### src/design/tbc_regs.svh
// register map, field positions and reset values of the timer base counter
// Contract
// - a count value of zero means the counter sits at BOTTOM
// - a count value of all ones means the counter sits at MAX
// - TOP is the period value or channel A compare value, by waveform mode
// - UPDATE fires at BOTTOM or at TOP, chosen by waveform mode
// - count, period, period buffer, channel values and buffers are 16 bits
// - count is compared with every channel value; matches give flags and events
// - clock source select picks a prescaler output or an event channel
// - after reset no clock is selected and the counter stays stopped
// - period and compare buffers set valid on write, clear at UPDATE copy
// - channel register and its buffer are both directly readable and writable
// - counting follows the direction bit; up at TOP loads zero next
// - counting down at BOTTOM reloads TOP; direction may change anytime
// - a software count write wins over count, clear and reload
// - event actions can steer up/down counting or quadrature decode counting
// - unbuffered period writes act at once; buffered ones only at UPDATE
// - event source select feeds channel A, following event channels feed B, C, D
// - a capture on an enabled channel copies the count value into it
// - with period below 0x8000 a pin capture stores edge polarity in the MSB
// - input capture action captures each event unless register and buffer are both full, and sets the channel flag
`ifndef TBC_REGS_SVH
`define TBC_REGS_SVH

// ***************************************************************
// byte offsets on the apb bus
// ***************************************************************
`define TBC_OFF_CLK    8'h00
`define TBC_OFF_WAVE   8'h04
`define TBC_OFF_EVENT  8'h08
`define TBC_OFF_FLAGS  8'h0c
`define TBC_OFF_STATUS 8'h10
`define TBC_OFF_COUNT  8'h14
`define TBC_OFF_PER    8'h18
`define TBC_OFF_PERIOD_BUFFER 8'h1c
`define TBC_GRP_CC     4'h2
`define TBC_GRP_CCBUF  4'h3

// ***************************************************************
// field positions
// ***************************************************************
`define TBC_CCEN_LSB   4
`define TBC_EVENT_ACTION_SELECT_LSB  5
`define TBC_DIR_BIT    0
`define TBC_BUFEN_BIT  1
`define TBC_ST_PERBV   8
`define TBC_ST_CCBV    9
`define TBC_ST_RUN     16
`define TBC_ST_DOWN    17
`define TBC_ST_MAX     18

// ***************************************************************
// reset values and limits
// ***************************************************************
`define TBC_RST_COUNT  16'h0000
`define TBC_RST_PER    16'hffff
`define TBC_MSB_LIMIT  16'h8000
`define TBC_CLK_EVT0   4'h8

`endif

### src/design/tbc_pkg.sv
// types shared by the timer base counter design
package tbc_pkg;
    // event action field
    typedef enum logic [1:0] {
        TBC_EA_OFF,
        TBC_EA_CAPT,
        TBC_EA_UPDN,
        TBC_EA_QUADRATURE_DECODER
    } tbc_event_action_select_t;
    // waveform generator mode field
    typedef enum logic [1:0] {
        TBC_WG_NORMAL,
        TBC_WG_FRQ,
        TBC_WG_SS,
        TBC_WG_DS
    } tbc_wg_t;
endpackage : tbc_pkg

### src/design/tbc_chan.sv
// one compare or capture channel with its buffer
`timescale 1ns/10ps
module tbc_chan (
    // clock and reset
    input  wire logic        i_clock,
    input  wire logic        i_rst_n,
    // timebase
    input  wire logic [15:0] i_cnt,
    input  wire logic        i_tick,
    input  wire logic        i_update,
    // capture
    input  wire logic        i_capt_mode,
    input  wire logic        i_capt,
    input  wire logic [15:0] i_capt_val,
    // software access
    input  wire logic        i_wr_cc,
    input  wire logic        i_wr_buf,
    input  wire logic        i_rd_cc,
    input  wire logic        i_clr_flag,
    input  wire logic [15:0] i_wdata,
    // state
    output logic      [15:0] o_cc,
    output logic      [15:0] o_buf,
    output logic             o_bv,
    output logic             o_flag,
    output logic             o_match
);
    logic cap_direct;
    logic cap_buf;
    logic xfer;

    // queue moves: empty register takes the capture, else the buffer does
    assign xfer       = i_capt_mode & o_bv & (~o_flag | i_rd_cc);
    assign cap_direct = i_capt_mode & i_capt & ~o_flag & ~o_bv;
    assign cap_buf    = i_capt_mode & i_capt & ~cap_direct & (~o_bv | xfer);

    // channel register: software write beats every hardware load
    always_ff @(posedge i_clock or negedge i_rst_n) begin
        if (!i_rst_n) begin
            o_cc <= 16'h0000;
        end else if (i_wr_cc) begin
            o_cc <= i_wdata;
        end else if (cap_direct) begin
            o_cc <= i_capt_val;
        end else if (xfer || (!i_capt_mode && i_update && o_bv)) begin
            o_cc <= o_buf;
        end
    end

    // buffer register
    always_ff @(posedge i_clock or negedge i_rst_n) begin
        if (!i_rst_n) begin
            o_buf <= 16'h0000;
        end else if (i_wr_buf) begin
            o_buf <= i_wdata;
        end else if (cap_buf) begin
            o_buf <= i_capt_val;
        end
    end

    // buffer valid: a set in the same cycle as the clear wins
    always_ff @(posedge i_clock or negedge i_rst_n) begin
        if (!i_rst_n) begin
            o_bv <= 1'b0;
        end else if (!i_capt_mode) begin
            o_bv <= i_wr_buf | (o_bv & ~i_update);
        end else begin
            o_bv <= cap_buf | (o_bv & ~xfer);
        end
    end

    // match pulse, one clock late, gated by the count strobe so a stopped counter never fires
    always_ff @(posedge i_clock or negedge i_rst_n) begin
        if (!i_rst_n) begin
            o_match <= 1'b0;
        end else begin
            o_match <= ~i_capt_mode & i_tick & (i_cnt == o_cc);
        end
    end

    // channel flag: reading a capture consumes it; the next entry refills it
    always_ff @(posedge i_clock or negedge i_rst_n) begin
        if (!i_rst_n) begin
            o_flag <= 1'b0;
        end else if (i_capt_mode) begin
            o_flag <= cap_direct | xfer | (o_flag & ~i_clr_flag & ~i_rd_cc);
        end else begin
            o_flag <= o_match | (o_flag & ~i_clr_flag);
        end
    end
endmodule : tbc_chan

### src/design/tbc_timer.sv
// top of the timer base counter: apb registers, counter, channels
`timescale 1ns/10ps
`include "tbc_regs.svh"
module tbc_timer #(
    parameter int N_CH   = 4,
    parameter int N_EVCH = 8
) (
    // clock and reset
    input  wire logic              i_clock,
    input  wire logic              i_rst_n,
    // apb slave
    input  wire logic              i_psel,
    input  wire logic              i_penable,
    input  wire logic              i_pwrite,
    input  wire logic [7:0]        i_paddr,
    input  wire logic [31:0]       i_pwdata,
    output logic      [31:0]       o_prdata,
    output logic                   o_pready,
    output logic                   o_pslverr,
    // prescaler taps and event network
    input  wire logic [6:0]        i_presc_tick,
    input  wire logic [N_EVCH-1:0] i_evt,
    input  wire logic [N_EVCH-1:0] i_evt_pin,
    input  wire logic [N_EVCH-1:0] i_evt_rise,
    input  wire logic              i_quadrature_decoder_dir,
    // events and state out
    output tbc_pkg::tbc_wg_t       o_wave_mode,
    output logic      [N_CH-1:0]   o_cc_event,
    output logic      [N_CH-1:0]   o_cc_flag,
    output logic                   o_update_event,
    output logic      [15:0]       o_count
);
    import tbc_pkg::*;

    localparam int EVW = $clog2(N_EVCH);

    // ***************************************************************
    // elaboration checks
    // ***************************************************************
    // the address map holds four channel slots and a 3-bit event select
    if (N_CH < 1 || N_CH > 4 || N_EVCH != 8) begin : g_bad_param
        $error("tbc_timer: N_CH must be 1..4 and N_EVCH must be 8");
    end

    // ***************************************************************
    // functions
    // ***************************************************************
    // event channel serving channel k, wrapping around the network
    function automatic logic [EVW-1:0] ev_idx(input logic [EVW-1:0] sel,
                                              input int k);
        return sel + EVW'(k);
    endfunction : ev_idx

    // count strobe picked by the clock source select; zero is off
    function automatic logic src_tick(input logic [3:0] sel,
                                      input logic [6:0] presc,
                                      input logic [N_EVCH-1:0] evt);
        logic t;
        t = 1'b0;
        if (sel >= `TBC_CLK_EVT0) begin
            t = evt[EVW'(sel - `TBC_CLK_EVT0)];
        end else if (sel != 4'h0) begin
            t = presc[3'(sel - 4'h1)];
        end
        return t;
    endfunction : src_tick

    // ***************************************************************
    // registers and wires
    // ***************************************************************
    logic [3:0]      clk_sel_ff;
    tbc_wg_t         wave_ff;
    logic [3:0]      ccen_ff;
    logic [EVW-1:0]  event_source_select_ff;
    tbc_event_action_select_t      event_action_select_ff;
    logic            dir_ff;
    logic            bufen_ff;
    logic [15:0]     cnt_ff;
    logic [15:0]     per_ff;
    logic [15:0]     period_buffer_ff;
    logic            perbv_ff;
    logic            upd_ev_ff;
    logic            wr_en;
    logic            rd_en;
    logic            grp_cc;
    logic            grp_buf;
    logic [1:0]      ch_sel;
    logic            mapped;
    logic            wr_cnt;
    logic            wr_per;
    logic            tick;
    logic            down;
    logic            evt_ctrl;
    logic            at_bottom;
    logic            at_max;
    logic            at_top;
    logic            upd_at_top;
    logic            update;
    logic [15:0]     top;
    logic [15:0]     cc_w    [N_CH];
    logic [15:0]     buf_w   [N_CH];
    logic [N_CH-1:0] bv_w;
    logic [3:0]      bv_pad;
    logic [3:0]      flag_pad;

    // ***************************************************************
    // apb decode
    // ***************************************************************
    // zero wait states: every access phase ends on its first edge
    assign o_pready = 1'b1;
    assign wr_en    = i_psel & i_penable & i_pwrite;
    assign rd_en    = i_psel & i_penable & ~i_pwrite;
    assign grp_cc   = (i_paddr[7:4] == `TBC_GRP_CC) && (i_paddr[1:0] == 2'b00) &&
                      (32'(i_paddr[3:2]) < N_CH);
    assign grp_buf  = (i_paddr[7:4] == `TBC_GRP_CCBUF) && (i_paddr[1:0] == 2'b00) &&
                      (32'(i_paddr[3:2]) < N_CH);
    assign ch_sel   = i_paddr[3:2];
    assign mapped   = (i_paddr <= `TBC_OFF_PERIOD_BUFFER) | grp_cc | grp_buf;
    assign o_pslverr = i_psel & i_penable & (~mapped | (i_paddr[1:0] != 2'b00));
    assign wr_cnt   = wr_en & (i_paddr == `TBC_OFF_COUNT);
    assign wr_per   = wr_en & (i_paddr == `TBC_OFF_PER);

    // control registers
    always_ff @(posedge i_clock or negedge i_rst_n) begin
        if (!i_rst_n) begin
            clk_sel_ff <= 4'h0;
            wave_ff    <= TBC_WG_NORMAL;
            ccen_ff    <= 4'h0;
            event_source_select_ff   <= '0;
            event_action_select_ff   <= TBC_EA_OFF;
            dir_ff     <= 1'b0;
            bufen_ff   <= 1'b0;
        end else if (wr_en) begin
            case (i_paddr)
                `TBC_OFF_CLK: begin
                    clk_sel_ff <= i_pwdata[3:0];
                end
                `TBC_OFF_WAVE: begin
                    wave_ff <= tbc_wg_t'(i_pwdata[1:0]);
                    ccen_ff <= i_pwdata[`TBC_CCEN_LSB +: 4];
                end
                `TBC_OFF_EVENT: begin
                    event_source_select_ff <= i_pwdata[EVW-1:0];
                    event_action_select_ff <= tbc_event_action_select_t'(i_pwdata[`TBC_EVENT_ACTION_SELECT_LSB +: 2]);
                end
                `TBC_OFF_FLAGS: begin
                    dir_ff   <= i_pwdata[`TBC_DIR_BIT];
                    bufen_ff <= i_pwdata[`TBC_BUFEN_BIT];
                end
                default: begin
                end
            endcase
        end
    end

    // ***************************************************************
    // count control
    // ***************************************************************
    // the up/down and quadrature event actions take the count strobe and direction from the network;
    // they only run once software has picked an event channel as clock
    assign evt_ctrl = (event_action_select_ff == TBC_EA_UPDN) || (event_action_select_ff == TBC_EA_QUADRATURE_DECODER);
    always_comb begin
        tick = src_tick(clk_sel_ff, i_presc_tick, i_evt);
        down = dir_ff;
        if (evt_ctrl) begin
            tick = (clk_sel_ff >= `TBC_CLK_EVT0) & i_evt[event_source_select_ff];
            if (event_action_select_ff == TBC_EA_UPDN) begin
                down = i_evt[ev_idx(event_source_select_ff, 1)];
            end else begin
                down = i_quadrature_decoder_dir;
            end
        end
    end

    assign at_bottom  = (cnt_ff == 16'h0000);
    assign at_max     = (cnt_ff == 16'hffff);
    assign top        = (wave_ff == TBC_WG_FRQ) ? cc_w[0] : per_ff;
    assign at_top     = (cnt_ff == top);
    assign upd_at_top = (wave_ff == TBC_WG_NORMAL) || (wave_ff == TBC_WG_FRQ);
    assign update     = tick & (upd_at_top ? at_top : at_bottom);

    // counter: software write first, then clear at top or reload at bottom
    always_ff @(posedge i_clock or negedge i_rst_n) begin
        if (!i_rst_n) begin
            cnt_ff <= `TBC_RST_COUNT;
        end else if (wr_cnt) begin
            cnt_ff <= i_pwdata[15:0];
        end else if (tick) begin
            if (!down) begin
                cnt_ff <= at_top ? 16'h0000 : cnt_ff + 16'h0001;
            end else begin
                cnt_ff <= at_bottom ? top : cnt_ff - 16'h0001;
            end
        end
    end

    // ***************************************************************
    // period and its buffer
    // ***************************************************************
    // buffering keeps a running period from changing mid-sequence
    always_ff @(posedge i_clock or negedge i_rst_n) begin
        if (!i_rst_n) begin
            per_ff <= `TBC_RST_PER;
        end else if (wr_per && !bufen_ff) begin
            per_ff <= i_pwdata[15:0];
        end else if (update && perbv_ff) begin
            per_ff <= period_buffer_ff;
        end
    end

    always_ff @(posedge i_clock or negedge i_rst_n) begin
        if (!i_rst_n) begin
            period_buffer_ff <= `TBC_RST_PER;
            perbv_ff  <= 1'b0;
        end else begin
            if ((wr_per && bufen_ff) || (wr_en && i_paddr == `TBC_OFF_PERIOD_BUFFER)) begin
                period_buffer_ff <= i_pwdata[15:0];
                perbv_ff  <= 1'b1;
            end else if (update) begin
                perbv_ff  <= 1'b0;
            end
        end
    end

    // update event out, registered
    always_ff @(posedge i_clock or negedge i_rst_n) begin
        if (!i_rst_n) begin
            upd_ev_ff <= 1'b0;
        end else begin
            upd_ev_ff <= update;
        end
    end

    // ***************************************************************
    // channels
    // ***************************************************************
    for (genvar k = 0; k < N_CH; k++) begin : g_ch
        logic [EVW-1:0] idx;
        logic           capt;
        logic [15:0]    cval;
        assign idx  = ev_idx(event_source_select_ff, k);
        assign capt = (event_action_select_ff == TBC_EA_CAPT) & ccen_ff[k] & i_evt[idx];
        // short periods leave the msb free to hold the pin edge
        assign cval = ((per_ff < `TBC_MSB_LIMIT) && i_evt_pin[idx]) ?
                      {i_evt_rise[idx], cnt_ff[14:0]} : cnt_ff;
        tbc_chan u_chan (
            .i_clock    (i_clock),
            .i_rst_n    (i_rst_n),
            .i_cnt      (cnt_ff),
            .i_tick     (tick),
            .i_update   (update),
            .i_capt_mode(event_action_select_ff == TBC_EA_CAPT),
            .i_capt     (capt),
            .i_capt_val (cval),
            .i_wr_cc    (wr_en & grp_cc & (32'(ch_sel) == k)),
            .i_wr_buf   (wr_en & grp_buf & (32'(ch_sel) == k)),
            .i_rd_cc    (rd_en & grp_cc & (32'(ch_sel) == k)),
            .i_clr_flag (wr_en & (i_paddr == `TBC_OFF_STATUS) & i_pwdata[k]),
            .i_wdata    (i_pwdata[15:0]),
            .o_cc       (cc_w[k]),
            .o_buf      (buf_w[k]),
            .o_bv       (bv_w[k]),
            .o_flag     (o_cc_flag[k]),
            .o_match    (o_cc_event[k])
        );
    end

    assign bv_pad   = 4'(bv_w);
    assign flag_pad = 4'(o_cc_flag);

    // ***************************************************************
    // read mux and outputs
    // ***************************************************************
    always_comb begin
        o_prdata = 32'h0000_0000;
        if (rd_en) begin
            if (grp_cc) begin
                o_prdata = {16'h0000, cc_w[ch_sel]};
            end else if (grp_buf) begin
                o_prdata = {16'h0000, buf_w[ch_sel]};
            end else begin
                case (i_paddr)
                    `TBC_OFF_CLK:    o_prdata = {28'h0, clk_sel_ff};
                    `TBC_OFF_WAVE:   o_prdata = {24'h0, ccen_ff, 2'b00, wave_ff};
                    `TBC_OFF_EVENT:  o_prdata = {25'h0, event_action_select_ff, 2'b00, event_source_select_ff};
                    `TBC_OFF_FLAGS:  o_prdata = {30'h0, bufen_ff, dir_ff};
                    `TBC_OFF_STATUS: o_prdata = {13'h0, at_max, down, clk_sel_ff != 4'h0,
                                                 3'h0, bv_pad, perbv_ff, 4'h0, flag_pad};
                    `TBC_OFF_COUNT:  o_prdata = {16'h0000, cnt_ff};
                    `TBC_OFF_PER:    o_prdata = {16'h0000, per_ff};
                    `TBC_OFF_PERIOD_BUFFER: o_prdata = {16'h0000, period_buffer_ff};
                    default:         o_prdata = 32'h0000_0000;
                endcase
            end
        end
    end

    assign o_update_event = upd_ev_ff;
    assign o_count        = cnt_ff;
    assign o_wave_mode    = wave_ff;
endmodule : tbc_timer

### config.mk
export PLATFORM = sky130hd
export DESIGN_NAME = tbc_timer
export DESIGN_NICKNAME = d
export VERILOG_FILES = /design/src/design/tbc_pkg.sv /design/src/design/tbc_chan.sv /design/src/design/tbc_timer.sv
export VERILOG_INCLUDE_DIRS = /design/src /design/src/design
export SDC_FILE = /design/constraint.sdc
export NUM_CORES = 1
export LEC_CHECK = 0
export ABC_AREA = 1
export BUFFER_PORTS_ARGS = -buffer_cell sky130_fd_sc_hd__buf_4
export CELL_PAD_IN_SITES_DETAIL_PLACEMENT = 1
export CELL_PAD_IN_SITES_GLOBAL_PLACEMENT = 2
export CORE_MARGIN = 3
export CORE_UTILIZATION = 36
export DETAILED_ROUTE_END_ITERATION = 8
export GPL_TIMING_DRIVEN = 0
export PLACE_DENSITY_LB_ADDON = 0.1
export SKIP_CTS_REPAIR_TIMING = 1
export SYNTH_ARGS = -nofsm -noshare
export SYNTH_HDL_FRONTEND = slang
export SYNTH_HIERARCHICAL = 1
export SYNTH_SLANG_ARGS = --single-unit
export TNS_END_PERCENT = 10
### constraint.sdc
create_clock -name i_clock -period 7 [get_ports i_clock]
set_input_delay 0.7 -clock i_clock [delete_from_list [all_inputs] [get_ports i_clock]]
set_output_delay 0.7 -clock i_clock [all_outputs]
set_load 0.02 [all_outputs]
==> results.json, run 1 <==
{
  "hpwlAfterDp_um": 67030,
  "cap_violations": 2,
  "final_nets": 2897,
  "clk_path_buf_depth": 3,
  "yosys_most_used_dff": "dfrtp_1",
  "clk_pin_slew_worst_paths_ps": 60,
  "hold_violations": 0,
  "synth-seq-cells": 207,
  "critPathLaunchType": "flop",
  "rr_worst_depth": 15,
  "peakVddDrop_v": 0.0001767,
  "reg2reg_to": "g_ch[3].u_chan/o_cc[5]$_DFFE_PN0P_",
  "finalCritPeriodShare_pct": 66.80,
  "r2r-start": "o_count[15]$_DFFE_PN0P_",
  "cts_root_buffer": "clkbuf_16",
  "finalMaxSlewViolations": 41,
  "io_buffers": 107,
  "cp.required_ps": 7490,
  "wl_per_cell_um": 26.34,
  "vias_per_cell": 5.734,
  "syn_area_per_cell_um2": 6.194,
  "cts_tree": "done",
  "place_congestion": 0.9654,
  "drc_errors": 0,
  "grt_use_total_pct": 37.05,
  "ys_types": 48,
  "detail_route.first_pass.iterations": 6,
  "violations": "capacitance limit, slew limit",
  "busiest_layer": "met2",
  "antenna_found_initial": 2,
  "met2_usage_pct": 57.54,
  "async_flop_share_pct": 100.0,
  "fin_tns_setup_ps": 0,
  "path_common_cell": "nand2_1",
  "crit_path_start": "o_count[15]$_DFFE_PN0P_",
  "routed_wl_um": 90340,
  "dp.cells": 3377,
  "slowest_stage": "dfrtp_1",
  "finalNonFillerCells": 3430,
  "synth_enable_flop_cells": 0,
  "die_h_um": 220.0,
  "io_pins": 138,
  "fmax_mhz": 213.8,
  "max_slew.worst_pin.slew_ps": 1537,
  "drt_iter0_drc": 1963,
  "crit_type": "reg2reg",
  "die-area_um2": 48410,
  "synth.most_common_cell": "nand2_1",
  "p_leak_uw": 0.009591,
  "core-area_um2": 44700,
  "ys_top_cells_by_area": "dfrtp_1, nand2_1, nand3_1",
  "num_vias": 19668,
  "cts_buffers": 27,
  "overflow": 0,
  "min_path_type": "in2async",
  "status": "finished with violations",
  "use_met3_pct": 5.902,
  "ys_seq_area_share_pct": 31.66,
  "syn2layout_area_growth_pct": 15.49,
  "grt_util_met1_pct": 49.79,
  "grt_pass1_wl_um": 131800,
  "fp-row-count": 77,
  "crit_arrival_ps": 5160,
  "synth.cell_area_um2": 16490,
  "layout-drive-gt1-share_pct": 12.38,
  "synth_top_area_share_pct": 26.56,
  "grt_max_degree": 106,
  "p_per_area_nw_per_um2": 175.6,
  "synth_commonest_cells": "nand2_1, nand3_1, inv_1",
  "grt_pass1_vias": 19757,
  "cts_sinks": 207,
  "fin_skew_ps": 38.46,
  "worstPathCellList": "clkinv_1, nand3_1, nand2_1, nor2_1, nand2_1, nor2_1, nand2_2, nand2_2, nand2_1, inv_1, nand3_1, nand4_4, buf_2, nand3_1, nand2_1",
  "power.total_uw": 3345,
  "setup_viol": 0,
  "critical_path.endpoint_type": "flop",
  "slew_headroom_pct": -2.498,
  "antenna_left": 0,
  "slowest_delay_ps": 1120,
  "synth_warnings": 6,
  "htree_num_levels": 1,
  "r2r_slack_ps": 2320,
  "die_w_um": 220.0,
  "clock_latency_ps": 590,
  "yosysTopAreaCell": "dfrtp_1",
  "grt_setup_unrepaired": "no",
  "crit_fanout": 15,
  "start_util_pct": 36.89,
  "postSynthCellCount": 2662,
  "min_period_ps": 4676
}
cell type report:
class | instances | area (µm²)
Sequential cell | 207 | 5226
Timing Repair Buffer | 111 | 908.4
Buffer | 141 | 747.0
Antenna cell | 3 | 7.507
Clock buffer | 41 | 768.2
Fill cell | 6055 | 25660
Inverter | 295 | 1107
Clock inverter | 9 | 76.32
Multi-Input combinational cell | 2031 | 9463
Tap cell | 592 | 740.7
layout by cell type, fill, tap and decap left out, types with 9 or more instances in the layout:
master and n:
clkbuf_16 27, o22ai_1 87, nand2_1 963, nand3_1 381, nand2_4 10, buf_4 140, nand4_1 12, inv_2 21
nor3_1 15, xnor2_1 9, conb_1 14, o21ai_1 65, inv_1 271, nor2_1 154, xor2_1 28, clkbuf_1 60
dfrtp_1 170, buf_1 15, buf_2 36, o21ai_0 149, dfstp_2 32, or2_2 26, a21oi_1 37
logic make-up (layout without fill, tap and decap cells):
family	count (synthesis)	in the layout	synth area share [%]
other cells	2	17	0.04554
simple gates	1593	1593	41.54
mux	4	4	0.2428
xor+xnor	37	37	1.965
fa+ha+maj	6	6	0.4553
flops	207	207	31.66
buf+inv	436	597	11.25
compound gates	377	377	12.85
through the flow:
step	util, %	setup WS, ps	hold slack, ps	instance area (µm²)
2_1_floorplan	-	4040	404.4	16530
3_3_place_gp	40.44	2387	466.5	18080
3_5_place_dp	40.69	2424	483.5	18190
4_1_cts	42.58	2398	171.8	19040
5_1_grt	42.59	2160	175.4	19040
6_report	42.60	2324	109.0	19040
worst max path at each step:
stage | depth (start not counted) | slack, ps | endpoint
after floorplan | 7 | 4040 | o_prdata[18]
after global placement | 15 | 2390 | g_ch[1].u_chan/o_cc[6]$_DFFE_PN0P_
after detailed placement | 15 | 2420 | g_ch[3].u_chan/o_cc[5]$_DFFE_PN0P_
after CTS | 15 | 2400 | g_ch[3].u_chan/o_cc[5]$_DFFE_PN0P_
after global routing | 15 | 2160 | g_ch[3].u_chan/o_cc[5]$_DFFE_PN0P_
final | 15 | 2320 | g_ch[3].u_chan/o_cc[5]$_DFFE_PN0P_
report_power, final:
group / internal (µW) / total (µW) / switching [µW] / leakage, µW
Sequential: 1220 / 1310 / 87.1 / 0.00261
Clock: 791 / 1400 / 606 / 0.000414
Combinational: 186 / 640 / 454 / 0.00657
Total: 2200 / 3340 / 1150 / 0.00959
state kept, by name, summed over array words and instances, names as in the netlist, 2 cells and up:
signal                  cells
g_ch.u_chan/o_buf          64
ccen_ff                     4
clk_sel_ff                  4
event_source_select_ff      3
o_wave_mode                 2
event_action_select_ff      2
g_ch.u_chan/o_cc           64
period_buffer_ff           16
g_ch.u_chan/o_flag          4
g_ch.u_chan/o_bv            4
per_ff                     16
g_ch.u_chan/o_match         4
o_count                    16
per-layer routing:
metal	part of all wire (%)	wire, µm	vias up
met4	5.7	5110	0
met1	42	38260	9703
met5	0	0	-
met2	44	39860	861
li1	-	-	8907
met3	7.9	7109	197
critical path: cells and delay by family, from the launching register on:
kind                   cells  cell delay, ps
buffers and inverters      3            1650
and+or+nand+nor           12            1840
DFF                        1            1120
Power figures use the tool's default switching activity.
==> run 2, diff against run 1 <==
- CORE_UTILIZATION: 36 -> 30
- clock period: 7 -> 3.9 ns (I/O delays scaled with it)
==> run 2 against run 1 <==
Effect of this change: the run now ends clean; critical path depth is the same; critical path type unchanged; via count shrank 1.5%; sequential share of layout area shrank 0.28 points.
==> results.json, run 2 (synthesis gave the netlist of run 1 again) <==
{
  "power.total_uw": 6267,
  "antenna_left": 0,
  "peakVddDrop_v": 0.0002654,
  "io_pins": 138,
  "detail_route.first_pass.iterations": 6,
  "start_util_pct": 30.46,
  "antenna_found_initial": 5,
  "fp-row-count": 85,
  "syn2layout_area_growth_pct": 17.40,
  "final_common_cell": "nand2_1",
  "diodes": 0,
  "place_congestion": 0.9809,
  "num_vias": 19370,
  "io_buffers": 107,
  "hpwlAfterDp_um": 70670,
  "crit_arrival_ps": 4230,
  "grt_setup_unrepaired": "no",
  "setup_viol": 0,
  "fin_util_pct": 35.76,
  "rr_worst_depth": 15,
  "grt_pass1_wl_um": 134200,
  "min_path_type": "in2async",
  "cts_buffers": 29,
  "fin_skew_ps": 16.09,
  "status": "complete, no violations",
  "vias_per_cell": 5.479,
  "drc_errors": 0,
  "core-area_um2": 54130,
  "clock_latency_ps": 580,
  "cts_tree": "done",
  "grt_max_degree": 105,
  "routed_wl_um": 94400,
  "cp.required_ps": 4390,
  "cts_root_buffer": "clkbuf_16",
  "slew_headroom_pct": 9.170,
  "max_slew.worst_pin.slew_ps": 1348,
  "die_h_um": 240.4,
  "min_period_ps": 3741,
  "overflow": 0,
  "clk_pin_slew_worst_paths_ps": 70,
  "clk_path_buf_depth": 3,
  "p_leak_uw": 0.009636,
  "critical_path.endpoint_type": "flop",
  "die-area_um2": 57810,
  "p_per_area_nw_per_um2": 323.7,
  "crit_fanout": 23,
  "die_w_um": 240.4,
  "cts_sinks": 207,
  "slowest_delay_ps": 880,
  "hold_violations": 0,
  "worstPathCellList": "clkinv_1, nand3_1, nand2_1, nor2_1, nand2_1, nor2_1, nand2_2, nand2_2, nand2_1, clkinvlp_4, nand3_1, nand4_4, buf_4, nand3_1, o21ai_1",
  "wl_per_cell_um": 26.71,
  "reg2reg_to": "g_ch[1].u_chan/o_cc[11]$_DFFE_PN0P_",
  "dp.cells": 3479,
  "critPathLaunchType": "flop",
  "finalNonFillerCells": 3535,
  "mostFrequentLayoutCells": "nand2_1, nand3_1, inv_1",
  "crit_type": "reg2reg",
  "finalMaxSlewViolations": 0,
  "r2r-start": "o_count[7]$_DFFE_PN0P_",
  "r2r_slack_ps": 160,
  "grt_use_total_pct": 32.11,
  "htree_num_levels": 1,
  "final_nets": 2901,
  "whs_ps": 205.4,
  "slowest_stage": "dfrtp_2",
  "fmax_mhz": 267.3,
  "grt_pass1_vias": 19372,
  "largest_registers": "g_ch.u_chan/o_buf x64, g_ch.u_chan/o_cc x64",
  "drt_iter0_drc": 1717,
  "cap_violations": 0,
  "layout-drive-gt1-share_pct": 13.17,
  "finalCritPeriodShare_pct": 95.93
}
## run 2: worst max-delay path: cells and delay by family (launching register included)
family	cells	cell delay, ps
flops	1	880
simple gates	11	1540
buf+inv	3	1090
compound gates	1	130
## run 2: how the worst max path moves through the flow
stage,to,startpoint,slack (ps),cells after the start
6_report,g_ch[1].u_chan/o_cc[11]$_DFFE_PN0P_,o_count[7]$_DFFE_PN0P_,160,15
5_1_grt,g_ch[1].u_chan/o_cc[6]$_DFFE_PN0P_,o_count[12]$_DFFE_PN0P_,20,15
4_1_cts,g_ch[1].u_chan/o_cc[6]$_DFFE_PN0P_,o_count[15]$_DFFE_PN0P_,-590,15
3_5_place_dp,g_ch[1].u_chan/o_cc[6]$_DFFE_PN0P_,o_count[15]$_DFFE_PN0P_,-570,15
3_3_place_gp,g_ch[1].u_chan/o_cc[6]$_DFFE_PN0P_,o_count[7]$_DFFE_PN0P_,-770,15
2_1_floorplan,g_ch[3].u_chan/o_cc[4]$_DFFE_PN0P_,event_source_select_ff[0]$_DFFE_PN0P_,1140,15
## run 2: area by class of cell
type | instances | area, µm²
fillers | 7071 | 34770
flip-flops and latches | 207 | 5259
clock inverters | 9 | 98.84
well taps | 696 | 870.8
multi-input cells | 2031 | 9463
inverters | 295 | 1119
clock buffers | 43 | 848.3
repair buffers | 117 | 968.4
plain buffers | 137 | 732.0
## run 2: power by group
part,switching (µW),total [µW],internal [µW]
registers,127,2320,2200
logic,855,1200,346
clock network,1120,2740,1620
total,2110,6270,4160
## run 2: per-layer routing
| metal | vias to the layer above | track usage (%) | share of wire [%] |
|---|---|---|---|
| met5 | - | 0 | 0.043 |
| met4 | 6 | 14.72 | 5.2 |
| met3 | 178 | 5.529 | 6.8 |
| met2 | 653 | 51.39 | 45 |
| met1 | 9621 | 42.32 | 43 |
| li1 | 8912 | - | - |
## run 2: stage by stage
step,setup TNS [ps],setup WS [ps],cell area [µm²]
floorplan,0,1135,16530
global route,0,22.67,19360
CTS,-31800,-594.4,19230
finish,0,158.7,19360
detailed placement,-30200,-570.6,18280
global placement,-43640,-766.9,18210
==> run 3, diff against run 2 <==
--- a/config.mk
+++ b/config.mk
@@ -18,2 +18,3 @@
 export SKIP_CTS_REPAIR_TIMING = 1
+export SLEW_MARGIN = 20
 export SYNTH_ARGS = -nofsm -noshare
==> constraint.sdc (replaced) <==
create_clock -name i_clock -period 3.9 [get_ports i_clock]
set_input_delay 0.585 -clock i_clock [delete_from_list [all_inputs] [get_ports i_clock]]
set_output_delay 0.585 -clock i_clock [all_outputs]
set_load 0.02 [all_outputs]
==> run 3 against run 2 <==
Effect of this change: first-iteration DRC count is 2.7% lower; design area is 0.64% higher; power is 0.40% lower; the flow now finishes with violations (hold timing).
==> results.json, run 3 (synthesis gave the netlist of run 1 again) <==
{
  "peakVddDrop_v": 0.0002818,
  "num_vias": 19338,
  "final_common_cell": "nand2_1",
  "clk_pin_slew_worst_paths_ps": 50,
  "grt_pass1_wl_um": 134100,
  "drc_errors": 0,
  "fmax_mhz": 261.8,
  "setup_viol": 0,
  "critPathLaunchType": "input pin",
  "hpwlAfterDp_um": 72200,
  "min_period_ps": 3819,
  "finalCritPeriodShare_pct": 97.93,
  "p_sw_uw": 2099,
  "pwr-share-comb_pct": 19.4,
  "slowest_stage": "clkbuf_1",
  "htree_num_levels": 1,
  "drt_iter0_drc": 1670,
  "die_h_um": 240.4,
  "fillers": 7079,
  "antenna_left": 0,
  "fin_skew_ps": 13.61,
  "crit_arrival_ps": 3230,
  "clock_latency_ps": 580,
  "p_per_area_nw_per_um2": 320.4,
  "place_congestion": 0.9809,
  "syn2layout_area_growth_pct": 18.15,
  "core-area_um2": 54130,
  "slew_headroom_pct": 21.09,
  "fin_util_pct": 35.99,
  "wl_per_cell_um": 26.58,
  "r2r_slack_ps": 180,
  "die-area_um2": 57810,
  "final_nets": 2905,
  "worstPathCellList": "buf_4, inv_1, nand2_1, nor2_2, nand2_1, clkbuf_1, o22ai_1, a21oi_1, a31oi_1, buf_4",
  "slowest_delay_ps": 530,
  "fp-row-count": 85,
  "whs_ps": -24.95,
  "clk_path_buf_depth": 3,
  "cts_sinks": 207,
  "die_w_um": 240.4,
  "start_util_pct": 30.46,
  "mostFrequentLayoutCells": "nand2_1, nand3_1, inv_1",
  "finalMaxSlewViolations": 0,
  "cts_root_buffer": "clkbuf_16",
  "power.internal_uw": 4143,
  "p_leak_uw": 0.009706,
  "pwr-share-clk_pct": 43.4,
  "grt_use_total_pct": 32.16,
  "cp_top_family": "buffers and inverters",
  "layout-drive-gt1-share_pct": 13.40,
  "critical_path.endpoint_type": "output port",
  "seqPwrFrac_pct": 37.3,
  "routed_wl_um": 94120,
  "cts_buffers": 28,
  "grt_pass1_vias": 19494,
  "crit_fanout": 10,
  "cts_tree": "done",
  "swShare_pct": 33.63,
  "io_buffers": 107,
  "max_slew.worst_pin.slew_ps": 1175,
  "grt_max_degree": 91,
  "detail_route.first_pass.iterations": 5,
  "cp.required_ps": 3310,
  "status": "finished with violations",
  "overflow": 0,
  "cap_violations": 0,
  "power.total_uw": 6242,
  "min_path_type": "in2async",
  "violations": "hold timing",
  "io_pins": 138,
  "crit_type": "in2out",
  "vias_per_cell": 5.461,
  "grt_setup_unrepaired": "no",
  "largest_registers": "g_ch.u_chan/o_buf x64, g_ch.u_chan/o_cc x64",
  "antenna_found_initial": 4,
  "hold_violations": 9,
  "critical_path_buf_inv_count": 4
}
==> run 3: cell types whose count changed in the layout (fill, tap and decap cells not counted), moves of 2 or more <==
cell and delta:
buf_16 +4, dfrtp_4 -4, clkbuf_1 +3, dfrtp_2 +5, clkinvlp_4 -2, buf_4 -2
==> run 3: worst paths after layout <==
kind                                         from                                   to  cells past startpoint
max reg2reg                o_count[0]$_DFFE_PN0P_  g_ch[1].u_chan/o_cc[11]$_DFFE_PN0P_                     16
max                                    i_paddr[3]                         o_prdata[15]                     10
min in group i_clock                  i_pwdata[9]      period_buffer_ff[9]$_DFFE_PN1P_                      3
min                                       i_rst_n            clk_sel_ff[0]$_DFFE_PN0P_                      1
max in group asynchronous                 i_rst_n               o_count[0]$_DFFE_PN0P_                      2
min reg2reg                ccen_ff[1]$_DFFE_PN0P_               ccen_ff[1]$_DFFE_PN0P_                      2
==> run 3: worst reg2reg max path: stages, from the launching register on <==
cell,delay (ps)
dfrtp_4,590
buf_16,200
clkinvlp_4,280
ha_1,300
inv_1,90
nor3_1,60
nand2_1,250
inv_2,150
nor2_1,170
nor2_2,80
nand2_1,180
clkinvlp_4,330
nand3_1,250
nand4_4,180
buf_4,230
nand3_1,150
o21ai_1,90
==> run 3: power groups by stage <==
stage / Sequential (µW) / Clock [µW] / Combinational (µW)
floorplan: 2300 / 0 / 642
global placement: 2380 / 0 / 1110
detailed placement: 2360 / 0 / 1190
CTS: 2320 / 2730 / 1190
global route: 2330 / 2830 / 1310
finish: 2330 / 2710 / 1210
==> run 3: stage by stage <==
step | setup WS (ps) | hold slack (ps) | TNS [ps] | instances | instance area (µm²)
5_1_grt | 4.415 | 13.02 | 0 | 3540 | 19480
2_1_floorplan | 1055 | 289.4 | 0 | 2674 | 16530
3_3_place_gp | -766.9 | 464.4 | -43650 | 3477 | 18210
3_5_place_dp | -513.7 | 473.8 | -26680 | 3487 | 18480
6_report | 80.85 | -24.95 | 0 | 3541 | 19480
4_1_cts | -550.6 | -12.41 | -29520 | 3539 | 19420
==> run 3: layout make-up <==
type / instances / area (µm²) / area share (%)
Multi-Input combinational cell: 2031 / 9479 / 48.65
Clock inverter: 6 / 55.05 / 0.2826
Timing Repair Buffer: 120 / 1085 / 5.568
Antenna cell: 1 / 2.502 / 0.01284
Tap cell: 696 / 870.8 / 4.470
Clock buffer: 46 / 880.8 / 4.521
Buffer: 139 / 740.7 / 3.802
Sequential cell: 207 / 5250 / 26.95
Inverter: 295 / 1119 / 5.741
==> run 3: metal layers <==
layer  vias to the layer above  wire length [µm]  GRT usage, %
li1                       8919                 -             -
met3                       171              5785         4.439
met1                      9575             40900         42.88
met5                         -                37             0
met2                       667             42690         51.91
met4                         6              4712         14.28
